<file path="src/hw/coef_msb_sign_defs.svh">
// named constants for the coefficient bit-16 and sign words
`ifndef COEF_MSB_SIGN_DEFS_SVH
`define COEF_MSB_SIGN_DEFS_SVH

`define CMS_ADDR_WIDTH      8
`define CMS_WORD_WIDTH      16
`define CMS_ADDR_HIGH_SIGNS 8'h03
`define CMS_ADDR_TEMP_HIGH  8'h04
`define CMS_WORD_RESET      16'h0000
`define CMS_HIGH_USED_BITS  14
`define CMS_TEMP_USED_BITS  6
`define CMS_CURVE_BIT       14
`define CMS_SETTLE_BIT      15
`define CMS_COEF_COUNT      10
`define CMS_MAG_WIDTH       17
`define CMS_VALUE_WIDTH     18
`define CMS_EXT_WIDTH       20
`define CMS_FIELD_MAG       0
`define CMS_FIELD_SIGN      1
`define CMS_FIELD_STRIDE    2

`endif

</file>
<file path="src/hw/coef_msb_sign_pkg.sv">
// types shared by the coefficient bit-16 and sign words
package coef_msb_sign_pkg;

  // coefficient slots, in the order of their field pairs
  typedef enum logic [3:0] {
    COEF_BRIDGE_OFFSET         = 4'h0,
    COEF_BRIDGE_GAIN           = 4'h1,
    COEF_TEMP_GAIN_FIRST       = 4'h2,
    COEF_TEMP_OFFSET_FIRST     = 4'h3,
    COEF_SECOND_ORDER_OFFSET   = 4'h4,
    COEF_SECOND_ORDER_GAIN     = 4'h5,
    COEF_SECOND_ORDER_BRIDGE   = 4'h6,
    COEF_SENSOR_GAIN           = 4'h7,
    COEF_SENSOR_SECOND_ORDER   = 4'h8,
    COEF_SENSOR_OFFSET         = 4'h9
  } coef_index_type;

  // word write from the calibration store load or serial command path
  typedef struct packed {
    logic        valid;
    logic [7:0]  addr;
    logic [15:0] data;
  } word_write_type;

  // word read request
  typedef struct packed {
    logic       valid;
    logic [7:0] addr;
  } word_read_type;

  // one coefficient as the correction datapath sees it
  typedef struct packed {
    logic        negative;
    logic [16:0] magnitude;
    logic [17:0] value;
  } coef_type;

endpackage

</file>
<file path="src/hw/coefficient_msb_sign_words.sv">
// bit-16 extension and sign words of the calibration coefficients
`timescale 1ns/1ps
`include "coef_msb_sign_defs.svh"

module coefficient_msb_sign_words (
  // clock and reset
  input  wire logic                                            clk,
  input  wire logic                                            rst,
  // word writes from store load or serial commands
  input  wire coef_msb_sign_pkg::word_write_type               wordWrite,
  // word readback
  input  wire coef_msb_sign_pkg::word_read_type                readReq,
  output logic [`CMS_WORD_WIDTH-1:0]                           readData,
  output logic                                                 readValid,
  // low words of each coefficient, in slot order
  input  wire logic [`CMS_COEF_COUNT-1:0][`CMS_WORD_WIDTH-1:0] lowWords,
  // coefficients to the correction datapath
  output coef_msb_sign_pkg::coef_type [`CMS_COEF_COUNT-1:0]    coefs,
  output logic                                                 curveShapeSelect,
  output logic                                                 settleTermNegative,
  output logic                                                 wordsLoaded
);

  // decoded write strobes
  logic                           writeHigh;
  logic                           writeTemp;

  // stored words and the masked 04h image
  logic [`CMS_WORD_WIDTH-1:0]     highSigns_q;
  logic [`CMS_WORD_WIDTH-1:0]     tempHigh_q;
  logic [`CMS_WORD_WIDTH-1:0]     tempKept;
  logic [`CMS_EXT_WIDTH-1:0]      extFields;

  // load flags
  logic                           highWritten_q;
  logic                           tempWritten_q;
  logic                           wordsLoaded_q;

  // readback
  logic [`CMS_WORD_WIDTH-1:0]     readData_d;
  logic [`CMS_WORD_WIDTH-1:0]     readData_q;
  logic                           readValid_q;

  // curve shape and settling sign
  logic                           curve_q;
  logic                           settle_q;

  // one address compare each, shared by the stored word and its load flag
  assign writeHigh = wordWrite.valid && (wordWrite.addr == `CMS_ADDR_HIGH_SIGNS);
  assign writeTemp = wordWrite.valid && (wordWrite.addr == `CMS_ADDR_TEMP_HIGH);

  // word 03h: all sixteen bits carry a function, nothing is masked
  always_ff @(posedge clk or posedge rst)
  begin
    if (rst)
    begin
      highSigns_q <= `CMS_WORD_RESET;
    end
    else if (writeHigh)
    begin
      highSigns_q <= wordWrite.data;
    end
  end

  // 04h bits 15..6 are dropped before the flop, so they always read back zero
  assign tempKept = {{(`CMS_WORD_WIDTH-`CMS_TEMP_USED_BITS){1'b0}},
                     wordWrite.data[`CMS_TEMP_USED_BITS-1:0]};

  // word 04h
  always_ff @(posedge clk or posedge rst)
  begin
    if (rst)
    begin
      tempHigh_q <= `CMS_WORD_RESET;
    end
    else if (writeTemp)
    begin
      tempHigh_q <= tempKept;
    end
  end

  // load flags only ever set; a reload of the same word leaves them high
  always_ff @(posedge clk or posedge rst)
  begin
    if (rst)
    begin
      highWritten_q <= 1'b0;
    end
    else if (writeHigh)
    begin
      highWritten_q <= 1'b1;
    end
  end

  // second load flag, same behaviour for word 04h
  always_ff @(posedge clk or posedge rst)
  begin
    if (rst)
    begin
      tempWritten_q <= 1'b0;
    end
    else if (writeTemp)
    begin
      tempWritten_q <= 1'b1;
    end
  end

  // one more flop so the flag leaves the block straight from a register;
  // it therefore rises one cycle after the second of the two words lands
  always_ff @(posedge clk or posedge rst)
  begin
    if (rst)
    begin
      wordsLoaded_q <= 1'b0;
    end
    else
    begin
      wordsLoaded_q <= highWritten_q & tempWritten_q;
    end
  end

  // field pairs of both words in one vector; slot i sits at bits 2i and 2i+1,
  // so both words share one slot loop
  assign extFields = {tempHigh_q[`CMS_TEMP_USED_BITS-1:0],
                      highSigns_q[`CMS_HIGH_USED_BITS-1:0]};

  // every slot is built the same way: bit 16 above its low word, then sign;
  // a set sign with zero magnitude yields zero with the negative flag still up
  for (genvar i = 0; i < `CMS_COEF_COUNT; i++)
  begin : gen_coef
    localparam int MagPos  = `CMS_FIELD_STRIDE*i+`CMS_FIELD_MAG;
    localparam int SignPos = `CMS_FIELD_STRIDE*i+`CMS_FIELD_SIGN;

    logic [`CMS_MAG_WIDTH-1:0]   mag;
    logic                        neg;
    logic [`CMS_VALUE_WIDTH-1:0] unsignedValue;
    logic [`CMS_VALUE_WIDTH-1:0] negatedValue;
    logic [`CMS_VALUE_WIDTH-1:0] signedValue;
    logic                        magHigh_q;
    logic [`CMS_WORD_WIDTH-1:0]  magLow_q;
    logic                        neg_q;
    logic [`CMS_VALUE_WIDTH-1:0] value_q;

    assign mag = {extFields[MagPos], lowWords[i]};
    assign neg = extFields[SignPos];
    assign unsignedValue = {1'b0, mag};
    // eighteen bits so the largest magnitude still negates without overflow
    assign negatedValue = (`CMS_VALUE_WIDTH)'(~unsignedValue + 1'b1);
    assign signedValue = neg ? negatedValue : unsignedValue;

    // bit 16 from the stored word
    always_ff @(posedge clk or posedge rst)
    begin
      if (rst)
      begin
        magHigh_q <= 1'b0;
      end
      else
      begin
        magHigh_q <= mag[`CMS_MAG_WIDTH-1];
      end
    end

    // low word follows its input with one cycle of delay
    always_ff @(posedge clk or posedge rst)
    begin
      if (rst)
      begin
        magLow_q <= '0;
      end
      else
      begin
        magLow_q <= mag[`CMS_WORD_WIDTH-1:0];
      end
    end

    // sign
    always_ff @(posedge clk or posedge rst)
    begin
      if (rst)
      begin
        neg_q <= 1'b0;
      end
      else
      begin
        neg_q <= neg;
      end
    end

    // signed value
    always_ff @(posedge clk or posedge rst)
    begin
      if (rst)
      begin
        value_q <= '0;
      end
      else
      begin
        value_q <= signedValue;
      end
    end

    assign coefs[i] = '{negative:  neg_q,
                        magnitude: {magHigh_q, magLow_q},
                        value:     value_q};
  end

  // curve shape
  always_ff @(posedge clk or posedge rst)
  begin
    if (rst)
    begin
      curve_q <= 1'b0;
    end
    else
    begin
      curve_q <= highSigns_q[`CMS_CURVE_BIT];
    end
  end

  // settling sign
  always_ff @(posedge clk or posedge rst)
  begin
    if (rst)
    begin
      settle_q <= 1'b0;
    end
    else
    begin
      settle_q <= highSigns_q[`CMS_SETTLE_BIT];
    end
  end

  // readback decode; unmapped words answer zero rather than hold off the reader
  always_comb
  begin
    readData_d = `CMS_WORD_RESET;
    case (readReq.addr)
      `CMS_ADDR_HIGH_SIGNS:
      begin
        readData_d = highSigns_q;
      end
      `CMS_ADDR_TEMP_HIGH:
      begin
        readData_d = tempHigh_q;
      end
      default:
      begin
        readData_d = `CMS_WORD_RESET;
      end
    endcase
  end

  // one pulse per request, never stretched
  always_ff @(posedge clk or posedge rst)
  begin
    if (rst)
    begin
      readValid_q <= 1'b0;
    end
    else
    begin
      readValid_q <= readReq.valid;
    end
  end

  // read data holds until the next request;
  // a write in the same cycle is not yet visible to it
  always_ff @(posedge clk or posedge rst)
  begin
    if (rst)
    begin
      readData_q <= `CMS_WORD_RESET;
    end
    else if (readReq.valid)
    begin
      readData_q <= readData_d;
    end
  end

  // outputs, all straight from flops
  assign readData           = readData_q;
  assign readValid          = readValid_q;
  assign curveShapeSelect   = curve_q;
  assign settleTermNegative = settle_q;
  assign wordsLoaded        = wordsLoaded_q;

endmodule

</file>
<file path="config.mk">
export PLATFORM = sky130hd
export DESIGN_NAME = coefficient_msb_sign_words
export DESIGN_NICKNAME = d
export VERILOG_FILES = /design/src/hw/coef_msb_sign_pkg.sv /design/src/hw/coefficient_msb_sign_words.sv
export VERILOG_INCLUDE_DIRS = /design/src /design/src/hw
export SDC_FILE = /design/constraint.sdc
export NUM_CORES = 1
export LEC_CHECK = 0
export BUFFER_PORTS_ARGS = -buffer_cell sky130_fd_sc_hd__buf_4
export CORE_AREA = 2 2 225 227
export CTS_BUF_LIST = sky130_fd_sc_hd__clkbuf_8
export CTS_CLUSTER_DIAMETER = 100
export CTS_CLUSTER_SIZE = 10
export DETAILED_ROUTE_END_ITERATION = 10
export DIE_AREA = 0 0 227 229
export HOLD_SLACK_MARGIN = 0.05
export SLEW_MARGIN = 20
export SYNTH_ARGS = -nofsm -noshare
export SYNTH_HDL_FRONTEND = slang
export SYNTH_SLANG_ARGS = --single-unit
export TNS_END_PERCENT = 10
</file>
<file path="constraint.sdc">
create_clock -name clk -period 11.3 [get_ports clk]
set_input_delay 0.565 -clock clk [delete_from_list [all_inputs] [get_ports clk]]
set_output_delay 0.565 -clock clk [all_outputs]
set_load 0.02 [all_outputs]
</file>
==> reports/metrics.yaml, run 1 <==
outcome: "finished, final reports clean"
gp_congestion: 0.8477
final.setup_skew_ns: 0.01926
clock_path_buffers: 3
insertion_delay_ns: 0.60
cts.clk_slew.worst_paths_ns: 0.07
max_cap_viols: 0
hold-path-cell-count: 1
ys_top_cells_by_count: "sky130_fd_sc_hd__dfrtp_1 (394), sky130_fd_sc_hd__xnor2_1 (150), sky130_fd_sc_hd__nand2_1 (79)"
post-place-ws_ns: 8.516
postCtsSetupBuffers: 0
start_util: 0.2821
post-synth-top-area-cell: "sky130_fd_sc_hd__dfrtp_1"
flip_flop_cell_with_the_highest_count_after_synthesis: "sky130_fd_sc_hd__dfrtp_1"
post_synth_main_area_contributors: "sky130_fd_sc_hd__dfrtp_1 (70%), sky130_fd_sc_hd__xnor2_1 (9.4%), sky130_fd_sc_hd__o31ai_1 (2.1%)"
netlist-cell-type-count: 36
setup_tns_ns: 0
highest-signal-layer: "met4"
fin_crit_ns: 2.534
worstPathCellList: "dlygate4sd3_1, buf_4, or4_4, or4_4, or4_1, o31a_1"
final_area_um2: 20680
cts-htree-levels: 2
switchingPower_mw: 0.7996
worst_r2r_path_depth: 2
path_class: "in -> reg"
rsz0062_at_grt: "no"
layout.nets: 1885
synth-seq-cells: 394
crit_fanout: 5
worst_hold_margin_ns: 0.1217
maxSlewViolCount: 0
placementRows: 82
core-area_um2: 49660
cts_tree: "built"
dr.pass1.iters: 5
clock.fmax_mhz: 394.6
route.vias.total: 10390
post_drt_via_cell_ratio: 4.414
detail-route-antenna-nets: 0
worst_hold_path_type: "in -> reg"
async_flop_share: 1.000
portion_of_total_power_attributed_to_combinational_logic: 0.177
fp.dieW_um: 227
grt_first_pass_wirelength_um: 64990
design_power_total_mw: 2.899
critical_path.most_common_cell: "sky130_fd_sc_hd__or4_4"
ys_seq_area_frac: 0.7038
postLayoutCoreUtil: 0.4164
wirelength_met1_um: 16280
gr-total-overflow: 0
num_antenna_cells: 0
critical_path_required_ns: 11.78
die_h_um: 229
clock_tree.root_cell: "sky130_fd_sc_hd__clkbuf_8"
setup_viol: 0
port-buffer-count: 575
flow.area_growth_from_synthesis_pct: 47.60
worst_setup_path_end_kind: "flip-flop"
initial_antenna_violation_count: 0
layoutNonFillerInstCount: 2353
detail_route.iter0.violations: 546
post_synth.cell_area_avg_um2: 14.09
netSwitchingFraction: 0.2758
grt_max_degree: 178
synth_area_um2: 14010
numClockSinks: 394
timing.slew.headroom: 0.3388
drt_drc_violations_left: 0
reg2reg_setup_slack_ns: 9.79
setup_ws_ns: 8.766
yosysTopAreaCellShare: 0.7038
post_dp_cell_area_um2: 18920
pwr-share-seq: 0.532
grt_util_overall: 0.1656
r2r-start: "highSigns_q[5]$_DFFE_PP0P_"
via_count_of_the_first_global_routing_pass: 10730
worst_r2r_endpoint: "gen_coef[2].value_q[9]$_DFF_PP0_"
numCtsBuffers: 45
power.internal_mw: 2.100
synth-edff-count: 0
leakage_power_of_the_design_nw: 9.423
wl_um: 44270
routed_wire_length_per_instance_um: 18.82
min_from: "lowWords[140]"
cp_slowest_stage_delay_ns: 0.55
postSynthNetCount: 1200
post-synth-top-count-cell: "sky130_fd_sc_hd__dfrtp_1"
yosys_warnings: 0
fraction_of_final_layout_cells_with_drive_strength_greater_than_1: 0.3932
detailroute.wirelength.met2_um: 22070
crit_slowest_cell: "sky130_fd_sc_hd__dlygate4sd3_1"
fin_crit_sh: 0.2243
hold_end: "gen_coef[8].magLow_q[12]$_DFF_PP0_"
dr_wl_met3_um: 4306
pwr-share-clk: 0.291
synthCells: 994
io-pin-count: 576
ir_worst_vdd_uv: 88.04
timing_hold_violations_final: 0
die-area_um2: 51980
dp_hpwl_um: 32980
placed_cells_incl_taps: 2195
power_per_cell_area_nw_per_um2: 140.2
setup.worst_path.start_class: "input port"
worst_margin_slew_ns: 0.9919
worst_ep_arrival_time_ns: 3.02
[sequential cells by signal (all words and copies together), names as in the netlist]
signal              cells
gen_coef.neg_q         10
highWritten_q           1
settleTermNegative      1
highSigns_q            16
wordsLoaded             1
curveShapeSelect        1
tempHigh_q              6
readData               16
gen_coef.magHigh_q     10
gen_coef.magLow_q     152
readValid               1
tempWritten_q           1
gen_coef.value_q      178
[logic make-up (layout without fill, tap and decap cells)]
logic type,after synthesis,in the layout,share of synthesized area
AO/OA/AOI/OAI,146,146,0.07395
XOR/XNOR,150,150,0.09378
adder cells (fa/ha/maj),10,10,0.008932
buffers and inverters,76,763,0.02849
flip-flops,394,394,0.7038
multiplexers,22,22,0.01769
AND/OR/NAND/NOR,196,196,0.07333
[power groups by stage]
stage                     sequential (mW)  clock [mW]  combinational, mW
after global placement               1.57           0              0.484
after floorplan                      1.66           0              0.122
after CTS                            1.54       0.890              0.520
final                                1.54       0.842              0.514
after global routing                 1.55       0.938              0.549
after detailed placement             1.57           0              0.489
[what timing repair did]
action	CTS	global route
hold endpoints to repair	109	0
resized for setup	0	0
hold buffers	109	0
[area by class of cell]
type	instances	area, µm²
Tap cell	672	840.8
Clock inverter	2	16.27
Timing Repair Buffer	691	5473
Inverter	23	90.09
Fill cell	4725	28980
Multi-Input combinational cell	524	3750
Sequential cell	394	9859
Clock buffer	47	646.9
[layer usage]
metal,GRT usage,vias up
li1,-,4733
met1,0.1833,5131
met2,0.2853,443
met3,0.06042,80
met4,0.06944,0
met5,0,-
[worst max path at each step]
stage	start	end	slack, ns	depth (start not counted)
after floorplan	rst	curveShapeSelect$_DFF_PP0_	5.43	1
after detailed placement	wordWrite[19]	tempHigh_q[1]$_DFFE_PP0P_	8.52	5
after CTS	lowWords[56]	gen_coef[3].value_q[17]$_DFF_PP0_	8.85	6
after global placement	wordWrite[19]	tempHigh_q[1]$_DFFE_PP0P_	8.55	5
after global routing	lowWords[80]	gen_coef[5].value_q[12]$_DFF_PP0_	8.74	8
final	lowWords[56]	gen_coef[3].value_q[17]$_DFF_PP0_	8.77	6
[cell usage in the layout, fill, tap and decap left out, drive strengths merged, types with 15 or more instances in the layout]
cell type	netlist	routed
o21ai	50	50
o41ai	24	24
mux2	22	22
nand2	79	79
inv	22	21
dfrtp	394	394
buf	32	582
xnor2	150	150
nor4	17	17
clkbuf	21	47
o31ai	40	40
dlygate4sd3	0	109
or4	15	15
nor2	21	21
[critical path, delay by kind of cell]
kind / cells / cell delay (ns)
simple gates: 3 / 1.50
buf+inv: 2 / 0.70
compound gates: 1 / 0.25
No activity file was read; power rests on OpenSTA's default activity.
==> run 2, diff against run 1 <==
Settings changed: ABC_AREA set to 1, CORE_AREA 2 2 225 227 to 2 2 223 225, DIE_AREA 0 0 227 229 to 0 0 225 227.
Clock period 11.3 ns to 2.24 ns, I/O delays scaled along.
==> run 2 against run 1 <==
Compared with the run above:
- worst hold slack better by 0.024 ns
- die area is 1.7% lower
- critical path type unchanged
- register-to-register slack worse by 9.2 ns
- combinational power grew to 6.1 times the previous value
- highest routed layer is now met5
- worst setup slack worse by 8.7 ns
==> reports/metrics.yaml, run 2 <==
setup_ws_ns: 0.08042
critical_path_cell_count: 7
synthCells: 1575
fp.dieW_um: 225
final.setup_skew_ns: 0.04814
switchingPower_mw: 4.518
seqCellArea_um2: 9859
fillerInstances: 4418
max_cap_viols: 0
timing_hold_violations_final: 0
pwr-share-seq: 0.509
synth-adder-area-share: 0.008141
postSynthNetCount: 1781
clock.fmax_mhz: 463.1
grt_util_overall: 0.2046
placementRows: 81
leakage_power_of_the_design_nw: 11.80
worst_r2r_endpoint: "gen_coef[0].value_q[16]$_DFF_PP0_"
initial_antenna_violation_count: 2
worstPathBufferInverterCount: 4
netSwitchingFraction: 0.2950
layout_common_cells: "sky130_fd_sc_hd__buf_4 (595), sky130_fd_sc_hd__nand2_1 (440), sky130_fd_sc_hd__dfrtp_1 (394)"
maxSlewViolCount: 0
worst_path_dominant_cell_family: "buffers and inverters"
ys_seq_area_frac: 0.6415
route.vias.total: 13450
power_per_cell_area_nw_per_um2: 663.1
setup_viol: 0
worst_ep_arrival_time_ns: 2.72
synth-seq-cells: 394
gr-total-overflow: 0
post-synth-top-area-cell: "sky130_fd_sc_hd__dfrtp_1"
fin_crit_sh: 0.9641
post_synth_xor_area_fraction: 0.04388
startpoint: "wordWrite[21]"
routed_wire_length_per_instance_um: 17.90
synth-compound-area-share: 0.03200
flip_flop_cell_with_the_highest_count_after_synthesis: "sky130_fd_sc_hd__dfrtp_1"
timing.slew.headroom: 0.4895
crit_slowest_cell: "sky130_fd_sc_hd__dlygate4sd3_1"
outcome: "finished, final reports clean"
dp_hpwl_um: 39750
reg2reg_setup_slack_ns: 0.56
detail-route-antenna-nets: 0
crit_fanout: 16
detail_route.iter0.violations: 793
yosys_warnings: 0
clock_path_buffers: 3
design_power_total_mw: 15.31
port-buffer-count: 575
layout.nets: 2576
reg_with_most_ffs: "gen_coef.value_q"
post_synth_and_or_nand_nor_area_fraction: 0.2108
ir_worst_vdd_uv: 468.9
worst_r2r_path_depth: 6
grt_max_degree: 121
post_synth_main_area_contributors: "sky130_fd_sc_hd__dfrtp_1 (64%), sky130_fd_sc_hd__nand2_1 (11%), sky130_fd_sc_hd__nand3_1 (4.5%)"
die_h_um: 227
insertion_delay_ns: 0.64
fraction_of_final_layout_cells_with_drive_strength_greater_than_1: 0.2774
start_util: 0.3166
critical_path_required_ns: 2.80
async_flop_share: 1.000
max_ffs_per_register: 178
worst_setup_path_end_kind: "flip-flop"
placed_cells_incl_taps: 2741
cts.clk_slew.worst_paths_ns: 0.08
r2r-start: "highSigns_q[1]$_DFFE_PP0P_"
die-area_um2: 51080
layoutNonFillerInstCount: 2996
cts_repair_resize_count: 0
post-place-ws_ns: 0.5709
worst_hold_path_type: "in -> reg"
synth_area_um2: 15370
numClockSinks: 394
pwr-share-clk: 0.285
portion_of_total_power_attributed_to_combinational_logic: 0.206
ys_top_cells_by_count: "sky130_fd_sc_hd__nand2_1 (440), sky130_fd_sc_hd__dfrtp_1 (394), sky130_fd_sc_hd__inv_1 (171)"
synth-edff-count: 0
numCtsBuffers: 45
path_class: "in -> reg"
rsz0062_at_grt: "no"
yosysTopAreaCellShare: 0.6415
cts-htree-levels: 2
io-pin-count: 576
post-synth-top-count-cell: "sky130_fd_sc_hd__nand2_1"
netlist-cell-type-count: 25
worst_margin_slew_ns: 0.7657
crit_path_end: "highSigns_q[15]$_DFFE_PP0P_"
post_synth.cell_area_avg_um2: 9.758
via_count_of_the_first_global_routing_pass: 13720
multiInputGateArea_um2: 4531
drt_drc_violations_left: 0
power.internal_mw: 10.79
worstPathCellList: "dlygate4sd3_1, buf_4, nor4_4, buf_4, dlygate4sd3_1, nand3_1, nand2_1"
cts_tree: "built"
flow.area_growth_from_synthesis_pct: 50.25
core-area_um2: 48550
setup.worst_path.start_class: "input port"
min_from: "lowWords[112]"
synth.area.mux_share: 0
clock_tree.root_cell: "sky130_fd_sc_hd__clkbuf_8"
dr.pass1.iters: 5
layout_commonest_cell: "sky130_fd_sc_hd__buf_4"
fin_crit_ns: 2.160
post_drt_via_cell_ratio: 4.490
wl_um: 53620
cp_slowest_stage_delay_ns: 0.94
grt_first_pass_wirelength_um: 79420
gp_congestion: 0.8900
postLayoutCoreUtil: 0.4757
dominant_combinational_cell_family_by_area_after_synthesis: "simple AND/OR/NAND/NOR gates"
layout_top_registers: "gen_coef.value_q x178, gen_coef.magLow_q x152"
[run 2: changes by cell type after synthesis, sizes merged, moves of 40 or more]
cell and change:
inv +149, nand2 +362, nand3 +128, nor2 +123, o31ai -40, xnor2 -124
xor2 +51
[run 2: cell families (layout without fill, tap and decap cells)]
| kind of cell | after synthesis | count (layout) |
|---|---|---|
| other | 0 | 2 |
| AND/OR/NAND/NOR | 770 | 770 |
| flip-flops | 394 | 394 |
| adder cells (fa/ha/maj) | 10 | 10 |
| buffers and inverters | 227 | 1024 |
| AO/OA/AOI/OAI | 97 | 97 |
| XOR/XNOR | 77 | 77 |
[run 2: cell type report]
| class | count | share of cell area |
|---|---|---|
| Antenna cell | 2 | 0.0002167 |
| Clock buffer | 47 | 0.02801 |
| Clock inverter | 2 | 0.0007044 |
| Inverter | 171 | 0.02796 |
| Multi-Input combinational cell | 954 | 0.1962 |
| Sequential cell | 394 | 0.4270 |
| Tap cell | 622 | 0.03370 |
| Timing Repair Buffer | 804 | 0.2862 |
[run 2: per-layer routing]
layer,global-route usage,wire length (µm),vias up
li1,-,-,6446
met4,0.07007,1501,2
met2,0.3559,26950,493
met5,0,11,-
met1,0.2443,21270,6426
met3,0.05627,3885,86
[run 2: power by group through the flow]
stage                     clock network (mW)  logic (mW)  registers [mW]
final                                   4.36        3.16            7.79
after detailed placement                   0        2.90            7.93
after global routing                    4.86        3.41            7.84
after CTS                               4.59        3.18            7.79
after floorplan                            0       0.818            8.46
after global placement                     0        2.88            7.92
[run 2: worst min path at each step]
| stage | slack (ns) | endpoint | cells past startpoint |
|---|---|---|---|
| 2_1_floorplan | 0.14 | gen_coef[0].magLow_q[10]$_DFF_PP0_ | 0 |
| 3_5_place_dp | 0.12 | gen_coef[4].magLow_q[10]$_DFF_PP0_ | 2 |
| 4_1_cts | 0.08 | gen_coef[7].value_q[0]$_DFF_PP0_ | 2 |
| 5_1_grt | 0.12 | gen_coef[2].magLow_q[2]$_DFF_PP0_ | 2 |
| 6_report | 0.15 | gen_coef[7].value_q[0]$_DFF_PP0_ | 2 |
| 3_3_place_gp | 0.13 | gen_coef[4].magLow_q[10]$_DFF_PP0_ | 2 |
[run 2: repair_timing]
| action | 4_1_cts | 5_1_grt |
|---|---|---|
| hold endpoints to repair | 686 | 0 |
| buffers inserted | 0 | 0 |
| endpoints found under the setup margin | 0 | 0 |
| hold buffers | 204 | 0 |
[run 2: through the flow]
stage          hold slack (ns)  cell area, µm²  setup TNS, ns
3_3_place_gp            0.1297           20380              0
6_report                0.1460           23090              0
2_1_floorplan           0.1434           15370       -1250.49
4_1_cts                0.07953           23090              0
5_1_grt                 0.1176           23090              0
3_5_place_dp            0.1236           20380              0
==> run 3, diff against run 2 <==
Settings changed: PLACE_DENSITY set to 0.62.
==> run 3 against run 2 <==
Compared with the run above:
- the run now ends with negative setup slack left
- final cell count shrank 0.20%
- critical path depth grew 2
- critical endpoint is now tempHigh_q[2]$_DFFE_PP0P_
- clock-buffer cell count is the same
- via count grew 0.28%
==> reports/metrics.yaml, run 3 (synthesis gave the netlist of run 2 again) <==
final.setup_skew_ns: 0.02466
grt_max_degree: 100
fraction_of_final_layout_cells_with_drive_strength_greater_than_1: 0.2790
die-area_um2: 51080
post_drt_via_cell_ratio: 4.512
worstPathCellList: "dlygate4sd3_1, buf_4, nand3b_1, nor3_2, dlygate4sd3_1, nand2_1, nand2_1, nand2_1, dlygate4sd3_1"
clock.fmax_mhz: 443.5
routed_wire_length_per_instance_um: 17.83
reg_with_most_ffs: "gen_coef.value_q"
switchingPower_mw: 4.483
gp_congestion: 0.8863
timing.slew.headroom: 0.4897
setup.worst_path.start_class: "input port"
fin_crit_ns: 2.255
wl_um: 53320
cts_tree: "built"
worst_margin_slew_ns: 0.7655
postLayoutCoreUtil: 0.4744
route.vias.total: 13490
netSwitchingFraction: 0.2934
timing_hold_violations_final: 0
dp_hpwl_um: 39590
maxSlewViolCount: 0
dr.pass1.iters: 5
critical_path_required_ns: 2.74
via_count_of_the_first_global_routing_pass: 13950
layout_top_registers: "gen_coef.value_q x178, gen_coef.magLow_q x152"
violations: "negative setup slack"
clock_tree.root_cell: "sky130_fd_sc_hd__clkbuf_8"
placementRows: 81
setup_viol: 3
worst_setup_path_end_kind: "flip-flop"
layout.nets: 2570
power_per_cell_area_nw_per_um2: 663.5
design_power_total_mw: 15.28
numClockSinks: 394
portion_of_total_power_attributed_to_combinational_logic: 0.206
setup_ws_ns: -0.01475
worst_hold_path_type: "in -> reg"
cts-htree-levels: 2
fillerInstances: 4459
die_h_um: 227
worst_ep_arrival_time_ns: 2.76
core-area_um2: 48550
fin_crit_sh: 1.007
io-pin-count: 576
crit_fanout: 7
layout_common_cells: "sky130_fd_sc_hd__buf_4 (597), sky130_fd_sc_hd__nand2_1 (440), sky130_fd_sc_hd__dfrtp_1 (394)"
clock_path_buffers: 3
grt_first_pass_wirelength_um: 80000
leakage_power_of_the_design_nw: 11.82
numCtsBuffers: 45
pwr-share-seq: 0.510
crit_slowest_cell: "sky130_fd_sc_hd__dlygate4sd3_1"
ir_worst_vdd_uv: 436.5
layout_commonest_cell: "sky130_fd_sc_hd__buf_4"
initial_antenna_violation_count: 1
flow.area_growth_from_synthesis_pct: 49.84
detail_route.iter0.violations: 853
port-buffer-count: 575
worstPathBufferInverterCount: 4
worst_path_dominant_cell_family: "buffers and inverters"
max_ffs_per_register: 178
insertion_delay_ns: 0.62
gr-total-overflow: 0
cp_slowest_stage_delay_ns: 0.71
path_class: "in -> reg"
grt_util_overall: 0.2053
outcome: "complete, but fails checks"
cts.clk_slew.worst_paths_ns: 0.07
fp.dieW_um: 225
start_util: 0.3166
detail-route-antenna-nets: 0
max_cap_viols: 0
power.internal_mw: 10.80
rsz0062_at_grt: "yes"
pwr-share-clk: 0.284
drt_drc_violations_left: 0
==> run 3: cell type report <==
cell class / instances / area, µm² / area share
Sequential cell: 394 / 9859 / 0.4281
Timing Repair Buffer: 798 / 6546 / 0.2843
Multi-Input combinational cell: 954 / 4531 / 0.1967
Tap cell: 622 / 778.2 / 0.03380
Clock buffer: 47 / 646.9 / 0.02809
Inverter: 171 / 645.6 / 0.02804
Clock inverter: 2 / 16.27 / 0.0007063
Antenna cell: 2 / 5.005 / 0.0002173
==> run 3: power by group through the flow <==
| stage | registers [mW] | logic, mW | clock network [mW] |
|---|---|---|---|
| floorplan | 8.46 | 0.818 | 0 |
| finish | 7.79 | 3.15 | 4.33 |
| global route | 7.84 | 3.40 | 4.82 |
| detailed placement | 7.93 | 2.90 | 0 |
| CTS | 7.79 | 3.17 | 4.57 |
| global placement | 7.92 | 2.87 | 0 |
==> run 3: worst reg2reg max path: cells and delay by family, from the launching register on <==
family / cells / cell delay [ns]
DFF: 1 / 0.48
buffers and inverters: 1 / 0.32
AOI/OAI and AO/OA: 1 / 0.08
and+or+nand+nor: 4 / 0.60
==> run 3: timing repair <==
item / in CTS / in global routing
endpoints found under the hold margin: 692 / 0
hold buffers: 196 / 0
gates resized for setup: 0 / 1
setup endpoints to repair: 0 / 20
setup buffers: 0 / 0
==> run 3: worst paths after layout <==
path                                                  start                                 to  slack [ns]  depth (start not counted)
worst min-delay path                          wordWrite[19]          highWritten_q$_DFFE_PP0P_        0.13                          4
worst min register to register  highSigns_q[15]$_DFFE_PP0P_       settleTermNegative$_DFF_PP0_        0.41                          0
max in group asynchronous                               rst   gen_coef[6].value_q[0]$_DFF_PP0_        0.61                          6
worst max-delay path                          wordWrite[18]          tempHigh_q[2]$_DFFE_PP0P_       -0.01                          9
min in group asynchronous                               rst        highSigns_q[11]$_DFFE_PP0P_        0.68                          4
worst max register to register    tempHigh_q[1]$_DFFE_PP0P_  gen_coef[7].value_q[12]$_DFF_PP0_        0.66                          6
==> run 3: routing by layer <==
| layer | track usage | wire (µm) | vias to the layer above |
|---|---|---|---|
| met1 | 0.2426 | 21190 | 6492 |
| met3 | 0.05266 | 3481 | 96 |
| met5 | 0 | 0 | - |
| met2 | 0.3634 | 27010 | 468 |
| li1 | - | - | 6434 |
| met4 | 0.07028 | 1635 | 0 |
==> run 3: per-stage QoR <==
step | hold slack, ns | TNS, ns | area [µm²] | setup WS, ns | instances
after detailed placement | 0.1682 | 0 | 20400 | 0.6180 | 2743
final | 0.1271 | -0.02569 | 23030 | -0.01475 | 2990
after global placement | 0.1725 | 0 | 20400 | 0.6128 | 2743
after CTS | 0.07217 | 0 | 23020 | 0.04123 | 2988
after global routing | 0.1015 | -0.2358 | 23020 | -0.08601 | 2988
after floorplan | 0.1434 | -1250.49 | 15370 | -3.174 | 1575
